## src/inc/wsdc_defines.svh

```systemverilog
// offsets, field positions, field codes and timing counts of the step counter
`ifndef WSDC_DEFINES_SVH
`define WSDC_DEFINES_SVH

`define WSDC_OFF_CTRL 12'h000
`define WSDC_OFF_STEP_CFG 12'h004
`define WSDC_OFF_STEP_WR 12'h008
`define WSDC_OFF_STATUS 12'h00c
`define WSDC_OFF_IRQ_STAT 12'h010
`define WSDC_OFF_IRQ_MASK 12'h014

`define WSDC_MAX_COUNT 14'd9999
`define WSDC_NUM_STEPS 16
`define WSDC_SEQ_OFF 2'd0
`define WSDC_SEQ_A 2'd1
`define WSDC_SEQ_B 2'd2
`define WSDC_EXT_RESET_FN 8'h0f
`define WSDC_PO_VALVE 2'd2
`define WSDC_PO_VALVE3 2'd3
`define WSDC_EMPTY_OFF 7'd99
`define WSDC_SHOW_NS 20
`define WSDC_SHOW_CYC ((`WSDC_SHOW_NS + 9) / 10)

`define WSDC_IRQ_END 0
`define WSDC_IRQ_RESET 1
`define WSDC_IRQ_STEP 2
`define WSDC_IRQ_BITS 3

`endif

```

## src/inc/wsdc_pkg.sv

```systemverilog
// types of the weld-step down-counter
package wsdc_pkg;
  typedef enum logic [3:0] {
    WSDC_IDLE = 4'b0001,
    WSDC_COUNT = 4'b0010,
    WSDC_FLASH = 4'b0100,
    WSDC_SHOW = 4'b1000
  } wsdc_state_e;
  typedef logic [13:0] wsdc_count_t;
endpackage

```

## src/core/wsdc_counter.sv

```systemverilog
// weld-step down-counter with apb registers and front-panel inputs
//
// Register access over APB and the placing of the registers were decided locally.
`include "wsdc_defines.svh"

module wsdc_counter
  import wsdc_pkg::*;
(
  input wire logic pclk,
  input wire logic presetn,
  input wire logic psel,
  input wire logic penable,
  input wire logic pwrite,
  input wire logic [11:0] paddr,
  input wire logic [31:0] pwdata,
  output logic [31:0] prdata,
  output logic pready,
  output logic pslverr,
  input wire logic prog_mode,
  input wire logic btn_enter,
  input wire logic btn_data1,
  input wire logic btn_data10,
  input wire logic btn_other,
  input wire logic estop,
  input wire logic ext_reset_nc,
  input wire logic weld_done,
  input wire logic seq_end,
  output logic [13:0] disp_data,
  output logic [3:0] disp_step,
  output logic disp_valid,
  output logic end_flash,
  output logic po_valve,
  output logic valve3,
  output logic irq
);

  // ----------------------------------------------------------------
  // registers
  // ----------------------------------------------------------------
  // ctrl: [1:0] seq sel, [7:2] base schedule, [15:8] ext fn,
  // [17:16] process output sel, [18] show count, [23:19] last step
  logic [31:0] ctrl_reg, ctrl_next;
  // per-step count and off time
  logic [13:0] step_cnt_reg [`WSDC_NUM_STEPS];
  logic [6:0] step_off_reg [`WSDC_NUM_STEPS];
  logic [13:0] cnt_reg, cnt_next;
  logic [3:0] step_reg, step_next;
  wsdc_state_e st_reg, st_next;
  logic [7:0] show_reg, show_next;
  logic [`WSDC_IRQ_BITS-1:0] ist_reg, ist_next;
  logic [`WSDC_IRQ_BITS-1:0] imask_reg, imask_next;
  logic [13:0] disp_reg, disp_next;
  logic [3:0] dstep_reg, dstep_next;
  logic dval_reg, dval_next;
  logic [13:0] step_cnt_next [`WSDC_NUM_STEPS];
  logic [6:0] step_off_next [`WSDC_NUM_STEPS];
  logic ext_q_reg, ext_q_next;
  logic btn_q_reg, btn_q_next;
  logic hit_ctrl, hit_cfg, hit_wr, hit_stat, hit_ist, hit_imask;
  logic [3:0] nxt_idx;
  logic next_empty;

  logic wr, rd_ok, addr_ok;
  logic [1:0] sel;
  logic [5:0] base;
  // all five bits kept: with bit 23 set the last step is never reached
  logic [4:0] last_step;
  logic active, all3, any_btn, btn_rise, ext_open, do_reset;
  logic step_wr;
  logic [3:0] wr_idx;
  logic [13:0] wr_cnt;
  logic [6:0] wr_off;
  logic [`WSDC_IRQ_BITS-1:0] ev;

  assign wr = psel && penable && pwrite;
  assign pready = 1'b1;
  assign sel = ctrl_reg[1:0];
  assign base = ctrl_reg[7:2];
  assign last_step = ctrl_reg[23:19];
  // the index wraps, so step 15 looks at step 0 as its follower
  assign nxt_idx = step_reg + 4'h1;
  // empty follower: no count and the off time WSDC_EMPTY_OFF
  assign next_empty = (step_cnt_reg[nxt_idx] == 14'h0)
    && (step_off_reg[nxt_idx] == `WSDC_EMPTY_OFF);
  assign addr_ok = (base == 6'd0) || (base == 6'd10) || (base == 6'd20)
    || (base == 6'd30) || (base == 6'd40);
  assign active = ((sel == `WSDC_SEQ_A) || (sel == `WSDC_SEQ_B)) && addr_ok;
  assign all3 = btn_enter && btn_data1 && btn_data10;
  assign any_btn = btn_enter || btn_data1 || btn_data10 || btn_other;
  assign btn_rise = any_btn && !btn_q_reg;
  // open edge of the closed switch
  assign ext_open = (ctrl_reg[15:8] == `WSDC_EXT_RESET_FN)
    && !ext_reset_nc && ext_q_reg;
  assign do_reset = (prog_mode && all3) || ext_open;

  assign wr_idx = pwdata[3:0];
  assign wr_cnt = pwdata[17:4];
  assign wr_off = pwdata[24:18];
  // a refused load leaves the step table untouched, with no error
  assign step_wr = wr && hit_wr && prog_mode && btn_enter
    && (wr_cnt <= `WSDC_MAX_COUNT);

  // one decode feeds both the write strobes and the error flag
  always_comb begin
    hit_ctrl = 1'b0;
    hit_cfg = 1'b0;
    hit_wr = 1'b0;
    hit_stat = 1'b0;
    hit_ist = 1'b0;
    hit_imask = 1'b0;
    case (paddr)
      `WSDC_OFF_CTRL: hit_ctrl = 1'b1;
      `WSDC_OFF_STEP_CFG: hit_cfg = 1'b1;
      `WSDC_OFF_STEP_WR: hit_wr = 1'b1;
      `WSDC_OFF_STATUS: hit_stat = 1'b1;
      `WSDC_OFF_IRQ_STAT: hit_ist = 1'b1;
      `WSDC_OFF_IRQ_MASK: hit_imask = 1'b1;
      default: hit_ctrl = 1'b0;
    endcase
  end
  assign rd_ok = hit_ctrl || hit_cfg || hit_wr || hit_stat || hit_ist
    || hit_imask;
  assign pslverr = psel && penable && !rd_ok;

  // ----------------------------------------------------------------
  // step table
  // ----------------------------------------------------------------
  // one entry per step, loaded only through the guarded step port
  genvar gi;
  generate
    for (gi = 0; gi < `WSDC_NUM_STEPS; gi++) begin : g_step
      logic hit;
      assign hit = step_wr && (wr_idx == 4'(gi));
      assign step_cnt_next[gi] = hit ? wr_cnt : step_cnt_reg[gi];
      assign step_off_next[gi] = hit ? wr_off : step_off_reg[gi];
      always_ff @(posedge pclk or negedge presetn) begin
        if (!presetn) begin
          step_cnt_reg[gi] <= 14'h0;
          step_off_reg[gi] <= 7'h0;
        end else begin
          step_cnt_reg[gi] <= step_cnt_next[gi];
          step_off_reg[gi] <= step_off_next[gi];
        end
      end
    end
  endgenerate

  // ----------------------------------------------------------------
  // counter sequence
  // ----------------------------------------------------------------
  always_comb begin
    st_next = st_reg;
    cnt_next = cnt_reg;
    step_next = step_reg;
    show_next = show_reg;
    disp_next = disp_reg;
    dstep_next = dstep_reg;
    dval_next = dval_reg;
    ev = '0;
    if (do_reset && active) begin
      // reload first step and show it
      step_next = 4'h0;
      cnt_next = step_cnt_reg[0];
      disp_next = step_cnt_reg[0];
      dstep_next = 4'h0;
      dval_next = 1'b1;
      show_next = 8'(`WSDC_SHOW_CYC);
      st_next = WSDC_SHOW;
      ev[`WSDC_IRQ_RESET] = 1'b1;
    end else begin
      case (st_reg)
        WSDC_IDLE: begin
          if (active) begin
            st_next = WSDC_COUNT;
          end
        end
        WSDC_SHOW: begin
          if (show_reg <= 8'h1) begin
            dval_next = 1'b0;
            st_next = active ? WSDC_COUNT : WSDC_IDLE;
          end
          show_next = show_reg - 8'h1;
        end
        WSDC_COUNT: begin
          if (!active) begin
            st_next = WSDC_IDLE;
          end else if (weld_done) begin
            if (cnt_reg > 14'h1) begin
              cnt_next = cnt_reg - 14'h1;
            end else if ({1'b0, step_reg} != last_step) begin
              step_next = nxt_idx;
              cnt_next = step_cnt_reg[nxt_idx];
              ev[`WSDC_IRQ_STEP] = 1'b1;
            end else if (next_empty) begin
              step_next = 4'h0;
              cnt_next = step_cnt_reg[0];
              ev[`WSDC_IRQ_STEP] = 1'b1;
            end else begin
              cnt_next = 14'h0;
              st_next = WSDC_FLASH;
              ev[`WSDC_IRQ_END] = 1'b1;
            end
          end
          if (seq_end && ctrl_reg[18]) begin
            disp_next = cnt_next;
            dstep_next = step_next;
            dval_next = 1'b1;
          end
        end
        WSDC_FLASH: begin
          if (btn_rise || estop) begin
            st_next = WSDC_COUNT;
          end
        end
        default: st_next = WSDC_IDLE;
      endcase
    end
  end

  // ----------------------------------------------------------------
  // apb and interrupts
  // ----------------------------------------------------------------
  always_comb begin
    ctrl_next = ctrl_reg;
    imask_next = imask_reg;
    ist_next = ist_reg;
    if (wr && hit_ctrl) begin
      ctrl_next = pwdata;
    end
    if (wr && hit_imask) begin
      imask_next = pwdata[`WSDC_IRQ_BITS-1:0];
    end
    if (wr && hit_ist) begin
      ist_next = ist_next & ~pwdata[`WSDC_IRQ_BITS-1:0];
    end
    // set wins over clear
    ist_next = ist_next | ev;
  end

  always_ff @(posedge pclk or negedge presetn) begin
    if (!presetn) begin
      ctrl_reg <= 32'h0;
      ist_reg <= '0;
      imask_reg <= '0;
    end else begin
      ctrl_reg <= ctrl_next;
      ist_reg <= ist_next;
      imask_reg <= imask_next;
    end
  end

  // ----------------------------------------------------------------
  // read mux
  // ----------------------------------------------------------------
  // the write-only step port reads as zero
  always_comb begin
    prdata = 32'h0;
    case (paddr)
      `WSDC_OFF_CTRL: prdata = ctrl_reg;
      `WSDC_OFF_STEP_CFG: prdata = {14'h0, cnt_reg, step_reg};
      `WSDC_OFF_STATUS: prdata = {28'h0, st_reg};
      `WSDC_OFF_IRQ_STAT: prdata = {29'h0, ist_reg};
      `WSDC_OFF_IRQ_MASK: prdata = {29'h0, imask_reg};
      default: prdata = 32'h0;
    endcase
  end

  // ----------------------------------------------------------------
  // sequence registers
  // ----------------------------------------------------------------
  always_ff @(posedge pclk or negedge presetn) begin
    if (!presetn) begin
      cnt_reg <= 14'h0;
      step_reg <= 4'h0;
      st_reg <= WSDC_IDLE;
      show_reg <= 8'h0;
      disp_reg <= 14'h0;
      dstep_reg <= 4'h0;
      dval_reg <= 1'b0;
    end else begin
      cnt_reg <= cnt_next;
      step_reg <= step_next;
      st_reg <= st_next;
      show_reg <= show_next;
      disp_reg <= disp_next;
      dstep_reg <= dstep_next;
      dval_reg <= dval_next;
    end
  end

  // ----------------------------------------------------------------
  // input edges
  // ----------------------------------------------------------------
  // history starts at the idle pin levels, so reset makes no edge
  always_comb begin
    ext_q_next = ext_reset_nc;
    btn_q_next = any_btn;
  end

  always_ff @(posedge pclk or negedge presetn) begin
    if (!presetn) begin
      ext_q_reg <= 1'b1;
      btn_q_reg <= 1'b0;
    end else begin
      ext_q_reg <= ext_q_next;
      btn_q_reg <= btn_q_next;
    end
  end

  // ----------------------------------------------------------------
  // outputs
  // ----------------------------------------------------------------
  assign disp_data = disp_reg;
  assign disp_step = dstep_reg;
  assign disp_valid = dval_reg;
  assign end_flash = (st_reg == WSDC_FLASH);
  assign po_valve = end_flash && (ctrl_reg[17:16] == `WSDC_PO_VALVE);
  assign valve3 = end_flash && (ctrl_reg[17:16] == `WSDC_PO_VALVE3);
  assign irq = |(ist_reg & imask_reg);

endmodule

```

## config.mk

```make
export PLATFORM = sky130hd
export DESIGN_NAME = wsdc_counter
export DESIGN_NICKNAME = d
export VERILOG_FILES = /design/src/inc/wsdc_pkg.sv /design/src/core/wsdc_counter.sv
export VERILOG_INCLUDE_DIRS = /design/src /design/src/inc
export SDC_FILE = /design/constraint.sdc
export NUM_CORES = 1
export LEC_CHECK = 0
export BUFFER_PORTS_ARGS = -buffer_cell sky130_fd_sc_hd__buf_4
export CAP_MARGIN = 20
export CORE_MARGIN = 1.5
export CORE_UTILIZATION = 50
export DETAILED_ROUTE_END_ITERATION = 16
export GPL_ROUTABILITY_DRIVEN = 0
export PLACE_DENSITY_LB_ADDON = 0.2
export SLEW_MARGIN = 5
export SYNTH_ARGS = -nofsm -noshare
export SYNTH_HDL_FRONTEND = slang
export SYNTH_SLANG_ARGS = --single-unit
```

## constraint.sdc

```tcl
create_clock -name pclk -period 3.7 [get_ports pclk]
set_input_delay 0.74 -clock pclk [delete_from_list [all_inputs] [get_ports pclk]]
set_output_delay 0.74 -clock pclk [all_outputs]
set_load 0.01 [all_outputs]
```

==> results of run 1 <==
-- cells in the final DEF (no fill, tap or decap), drive strengths merged, types with 6 or more instances in the layout --
master	n
inv	16
a31oi	7
clkinv	8
nor3b	12
mux2i	44
nand2	90
o21ai	42
o221ai	7
or4	6
nor4bb	8
bufinv	7
nand4	28
dfrtp	423
nor2b	6
nor4	11
and4b	6
a21oi	38
nand3	32
nor2	74
xor2	6
and2	20
nor3	27
xnor2	11
clkbuf	61
buf	194
mux4	46
a22o	21
o31ai	7
and3	14
mux2	376
nand3b	7
o211ai	11
or3	6
-- routing by layer --
layer	global-route usage, %	vias to the layer above
li1	-	6142
met1	36.5	7274
met2	41.6	480
met3	5.60	117
met4	8.03	2
met5	0	-
-- power breakdown --
part	switching, uW	total (uW)	internal [uW]
Combinational	309	465	156
Clock	1870	4820	2950
Sequential	50.0	4750	4700
Total	2230	10000	7800
-- cell type report --
class	instances	share of cell area (%)
Multi-Input combinational cell	1035	38.6
Sequential cell	425	44.5
Inverter	16	0.251
Clock inverter	18	1.22
Tap cell	525	2.75
Clock buffer	61	5.43
Timing Repair Buffer	194	7.22
-- worst max path at each step --
stage / start / end / slack (ps) / depth (start not counted)
6_report: step_reg[0] / cnt_reg[9] / 170 / 9
5_1_grt: step_reg[0] / cnt_reg[11] / 10 / 9
4_1_cts: step_reg[0] / cnt_reg[9] / 80 / 9
3_5_place_dp: step_reg[0] / cnt_reg[9] / 110 / 9
3_3_place_gp: step_reg[0] / cnt_reg[5] / 200 / 9
2_1_floorplan: step_reg[1] / cnt_reg[2] / 480 / 11
-- metrics by stage --
stage	hold WS [ps]	instance area, um2	setup WS, ps
CTS	204	23900	83.8
global route	226	23900	9.64
global placement	463	22300	199
detailed placement	485	22300	114
floorplan	444	20400	477
finish	188	23900	169
-- logic make-up after synthesis --
family                     share of synthesized area [%]
DFF                                                 52.1
and+or+nand+nor                                     9.29
muxes                                               28.0
buffers and inverters                               3.03
other                                             0.0184
AOI/OAI and AO/OA                                   6.61
adders and majority gates                          0.306
xor gates and xnor gates                           0.729
-- worst max-delay path: stages, from the launching register on --
cell,delay (ps)
dfrtp_4,440
buf_12,330
buf_4,360
mux4_2,550
mux2i_1,360
nand3_1,200
o31ai_4,290
nand4_4,250
o31ai_4,410
a22o_1,210
-- timing repair --
| item | in CTS | in global routing |
|---|---|---|
| gates resized for setup | 0 | 2 |
| hold buffers | 0 | 0 |
| hold endpoints to repair | 0 | 0 |
| endpoints found under the setup margin | 0 | 14 |
==> impl_metrics.yaml, run 1 <==
timing:
  maxSlewViolCount: 0
  finClkSkew_ps: 14.3
  setup_viol: 0
  period_share_pct: 95.4
  fmax_mhz: 283
  rsz0062_at_grt: "false"
  relSlewSlack_pct: 50.2
  tns_ps: 0
  hold_viol: 0
  tightest_slew_ps: 747
  fin_crit_ps: 3530
floorplan:
  core_area_um2: 40000
  start_util_pct: 51.1
  die-area_um2: 42100
  die_w_um: 205
  chipHeight_um: 205
  io_pins: 115
  fp-row-count: 73
synthesis:
  synth_most_common_cell: "dfrtp_1"
  synth_top_cell_by_area: "dfrtp_1"
  yosysWarnings: 0
  synth_top_cells_by_count: "dfrtp_1, mux2_2, clkbuf_1"
  yosysUniqueCellTypes: 81
  syn-cell-area_um2: 20400
  syn-num-nets: 1668
  ys_seq_area_share_pct: 52.1
  ys_ff_latch: 425
  synth_top_area_share_pct: 51.8
  synth_area_leaders: "dfrtp_1, mux2_2, mux4_2, mux2i_1, clkbuf_1"
  ys.flop_type: "dfrtp_1"
  synth.avg_cell_area_um2: 12.7
  async_flop_share_pct: 100
  synth_edf_count: 0
  postSynthCellCount: 1605
cells_and_area:
  finish.utilization_pct: 59.8
  layout-drive-gt1-share_pct: 41.1
  largest_register_ffs: 224
  fillers: 3165
  fin_nets: 1781
  final_cells: 2274
  ff_latch_area_um2: 10600
  num_antenna_cells: 0
  syn2layout_area_growth_pct: 17.0
  multi_input_area_um2: 9230
drt:
  firstDrtPassIters: 7
  wl_met2_mm: 25.1
  wire_per_inst_um: 23.7
  routed_wl_mm: 53.8
  wl_met1_mm: 23.7
  top_layer: "met5"
  drt_iter0_markers: 979
  final_antenna_net_count: 0
  drc: 0
  viasPerCell: 6.16
  via_count: 14000
  met3WireLength_mm: 3.46
power_and_ir_drop:
  p_leak_uw: 0.0116
  vdd_drop_max_uv: 301
  p_total_uw: 10000
  power.density_nw_per_um2: 420
critical_path:
  path_class: "reg2reg"
  endpoint_kind: "flop"
  regToRegEndpoint: "cnt_reg[9]"
  reg2reg_slack_ps: 170
  crit_path_start_kind: "flop"
  crit_arrival_ps: 4040
  reg2regPathDepth: 9
  reg2reg_from: "step_reg[0]"
  required_ps: 4200
  path_max_fanout: 56
clock_network:
  cts-buffers-inserted: 46
  cts_tree: "done"
  ctsRootBufferMaster: "clkbuf_16"
  htree_levels: 2
  cts_sinks: 425
  clock_latency_ps: 570
  path_clk_slew_ps: 60
  cts_setup_buffers: 0
  cts_buffer_depth: 3
global_route:
  grtUsageTotal_pct: 26.3
  grt_pass1_vias: 14100
  overflow: 0
  grt_max_degree: 84
  grt_pass1_wl_mm: 84.0
  antenna_found_initial: 1
hold_path:
  hold_class: "in2async"
placement:
  dp_cells: 2195
  io_buffers: 113
  dp_hpwl_mm: 36.5
run:
  drv_cap: 0
run_status:
  status: "complete, no violations"
(Power assumes the default switching activity.)
==> run 2: changes to the inputs <==
--- a/config.mk
+++ b/config.mk
@@ -6,10 +6,12 @@
 export SDC_FILE = /design/constraint.sdc
 export NUM_CORES = 1
 export LEC_CHECK = 0
+export ABC_AREA = 1
 export BUFFER_PORTS_ARGS = -buffer_cell sky130_fd_sc_hd__buf_4
 export CAP_MARGIN = 20
 export CORE_MARGIN = 1.5
 export CORE_UTILIZATION = 50
+export CTS_CLUSTER_DIAMETER = 40
 export DETAILED_ROUTE_END_ITERATION = 16
 export GPL_ROUTABILITY_DRIVEN = 0
 export PLACE_DENSITY_LB_ADDON = 0.2
==> run 2 against run 1 <==
Register-to-register slack better by 400 ps. Via count rose by 30%. Clock skew rose by 6.7 ps. Area after synthesis up 0.55%. Maximum frequency increased by 12%. Sequential power hardly changed. Synthesized cell count up 65%. First-iteration DRC count up 100%. Wire length rose by 9.9%. Global-route usage up 2.3 points. Cell count grew 44%.
==> impl_metrics.yaml, run 2 <==
run_status:
  status: "complete, no violations"
critical_path:
  crit_path_start_kind: "input pin"
  cpMostUsedCell: "nor2_1"
  cpPeakStageDelay_ps: 400
  reg2reg_slack_ps: 570
  crit_family: "simple AND/OR/NAND/NOR gates"
  path_class: "in2out"
  crit_slowest_cell: "nand3_1"
  crit_arrival_ps: 2420
  path_max_fanout: 14
  cp_num_cells: 10
  crit_chain: "buf_4 > nor2_1 > nand2_1 > nor2_1 > inv_1 > nor2_1 > nand3_1 > inv_1 > a32o_1 > buf_4"
  crit_buf_inv: 4
  required_ps: 2960
  reg2regPathDepth: 17
  endpoint_kind: "primary output"
synthesis:
  synth.avg_cell_area_um2: 7.76
  synth_mux_area_share_pct: 0
  synth_top_cell_by_area: "dfrtp_1"
  synth_top_family_by_area: "simple AND/OR/NAND/NOR gates"
  yosysWarnings: 0
  ys.flop_type: "dfrtp_1"
  synth_compound_area_share_pct: 14.1
  yosysUniqueCellTypes: 52
  postSynthCellCount: 2648
  synth-simple-area-share_pct: 25.5
  synth_top_cells_by_count: "nand2_1, o21ai_0, dfrtp_1"
  syn-num-nets: 2711
  async_flop_share_pct: 100
  synth_most_common_cell: "nand2_1"
  synth-xor-area-share_pct: 0.627
  synth_fa_ha_area_share_pct: 0.305
  syn-cell-area_um2: 20500
  synth_edf_count: 0
  synth_area_leaders: "dfrtp_1, nand2_1, o21ai_0, nand3_1, nor2_1"
  ys_ff_latch: 425
  synth_top_area_share_pct: 51.5
  ys_seq_area_share_pct: 51.8
clock_network:
  hold_buffers: 0
  cts-buffers-inserted: 60
  path_clk_slew_ps: 60
  cts_sinks: 425
  cts_buffer_depth: 3
  post_cts_resized: 0
  cts_tree: "done"
  htree_levels: 2
  clock_latency_ps: 610
  ctsRootBufferMaster: "clkbuf_16"
  cts_setup_buffers: 0
cells_and_area:
  syn2layout_area_growth_pct: 16.2
  layout-drive-gt1-share_pct: 11.1
  final_area_um2: 23900
  layout_commonest_cell: "nand2_1"
  largest_register_ffs: 224
  final_cell_mix: "nand2_1, o21ai_0, dfrtp_1"
  fin_nets: 2764
power_and_ir_drop:
  power.density_nw_per_um2: 587
  p_leak_uw: 0.0114
  vdd_drop_max_uv: 593
global_route:
  overflow: 0
  grtUsageTotal_pct: 28.7
  grt_pass1_wl_mm: 95.2
  grt_max_degree: 130
  antenna_found_initial: 1
  grt_pass1_vias: 17300
floorplan:
  fp-row-count: 74
  io_pins: 115
  start_util_pct: 50.5
  core_area_um2: 40600
  die_w_um: 206
  die-area_um2: 42300
  chipHeight_um: 206
drt:
  drc: 0
  viasPerCell: 5.56
  final_antenna_net_count: 0
  drt_iter0_markers: 1960
  wire_per_inst_um: 18.0
  firstDrtPassIters: 6
  routed_wl_mm: 59.2
  via_count: 18300
timing:
  fmax_mhz: 316
  rsz0062_at_grt: "false"
  setup_viol: 0
  tns_ps: 0
  tightest_slew_ps: 926
  hold_viol: 0
  maxSlewViolCount: 0
  period_share_pct: 85.5
  finClkSkew_ps: 21.0
  fin_crit_ps: 3160
  relSlewSlack_pct: 38.2
run:
  drv_cap: 0
placement:
  io_buffers: 113
  dp_hpwl_mm: 37.4
  place_area_um2: 21700
hold_path:
  hold_class: "in2async"
-- run 2: cell types whose count changed after synthesis, moves of 44 or more --
cell | previous run | this run
nor2_1 | 74 | 203
o21ai_0 | 37 | 430
mux4_2 | 46 | 0
mux2_2 | 376 | 0
nand2_1 | 90 | 842
mux2i_1 | 44 | 0
nand3_1 | 32 | 170
inv_1 | 15 | 199
-- run 2: power breakdown --
| part | switching [uW] | internal, uW |
|---|---|---|
| Sequential | 68.9 | 4710 |
| Combinational | 2350 | 943 |
| Clock | 2270 | 3670 |
| Total | 4690 | 9320 |
-- run 2: stage by stage --
stage | total power (uW) | setup WS [ps] | cells | hold slack, ps | util, %
detailed placement | 8060 | 579 | 3170 | 467 | 53.5
global placement | 8080 | 596 | 3170 | 460 | 53.5
CTS | 14000 | 581 | 3281 | 36.0 | 58.7
finish | 14000 | 537 | 3284 | 49.6 | 58.7
floorplan | 7030 | 1000 | 2648 | 444 | -
global route | 14600 | 239 | 3283 | 63.6 | 58.7
-- run 2: layout make-up --
class | instances | area, um2
antenna | 2 | 5.00
clock buffer | 70 | 1580
inverter | 206 | 776
multi-input combinational | 1852 | 8350
sequential | 425 | 10600
timing repair buffer | 156 | 1340
clock inverter | 41 | 513
tap | 532 | 666
fill | 3631 | 16800
-- run 2: cells by family (layout without fill, tap and decap cells) --
logic type	Yosys count	count (layout)
and+or+nand+nor	1288	1288
AOI/OAI and AO/OA	548	548
DFF	425	425
buffers and inverters	371	473
xor gates and xnor gates	10	10
adders and majority gates	5	5
other	1	3
-- run 2: worst paths after layout --
check / start / end
worst max register to register: step_reg[0] / disp_data[7]
worst min register to register: step_off_reg[102] / step_off_reg[102]
worst max-delay path: paddr[9] / prdata[9]
min in group pclk: ext_reset_nc / ext_q_reg
worst min-delay path: presetn / imask_reg[0]
max in group asynchronous: presetn / step_off_reg[47]
-- run 2: layer usage --
layer	wire [um]	part of all wire [%]	global-route usage, %
met1	26100	44	40.1
met2	27300	46	46.0
met3	4140	7.0	4.32
met4	1580	2.7	8.97
met5	0	0	0
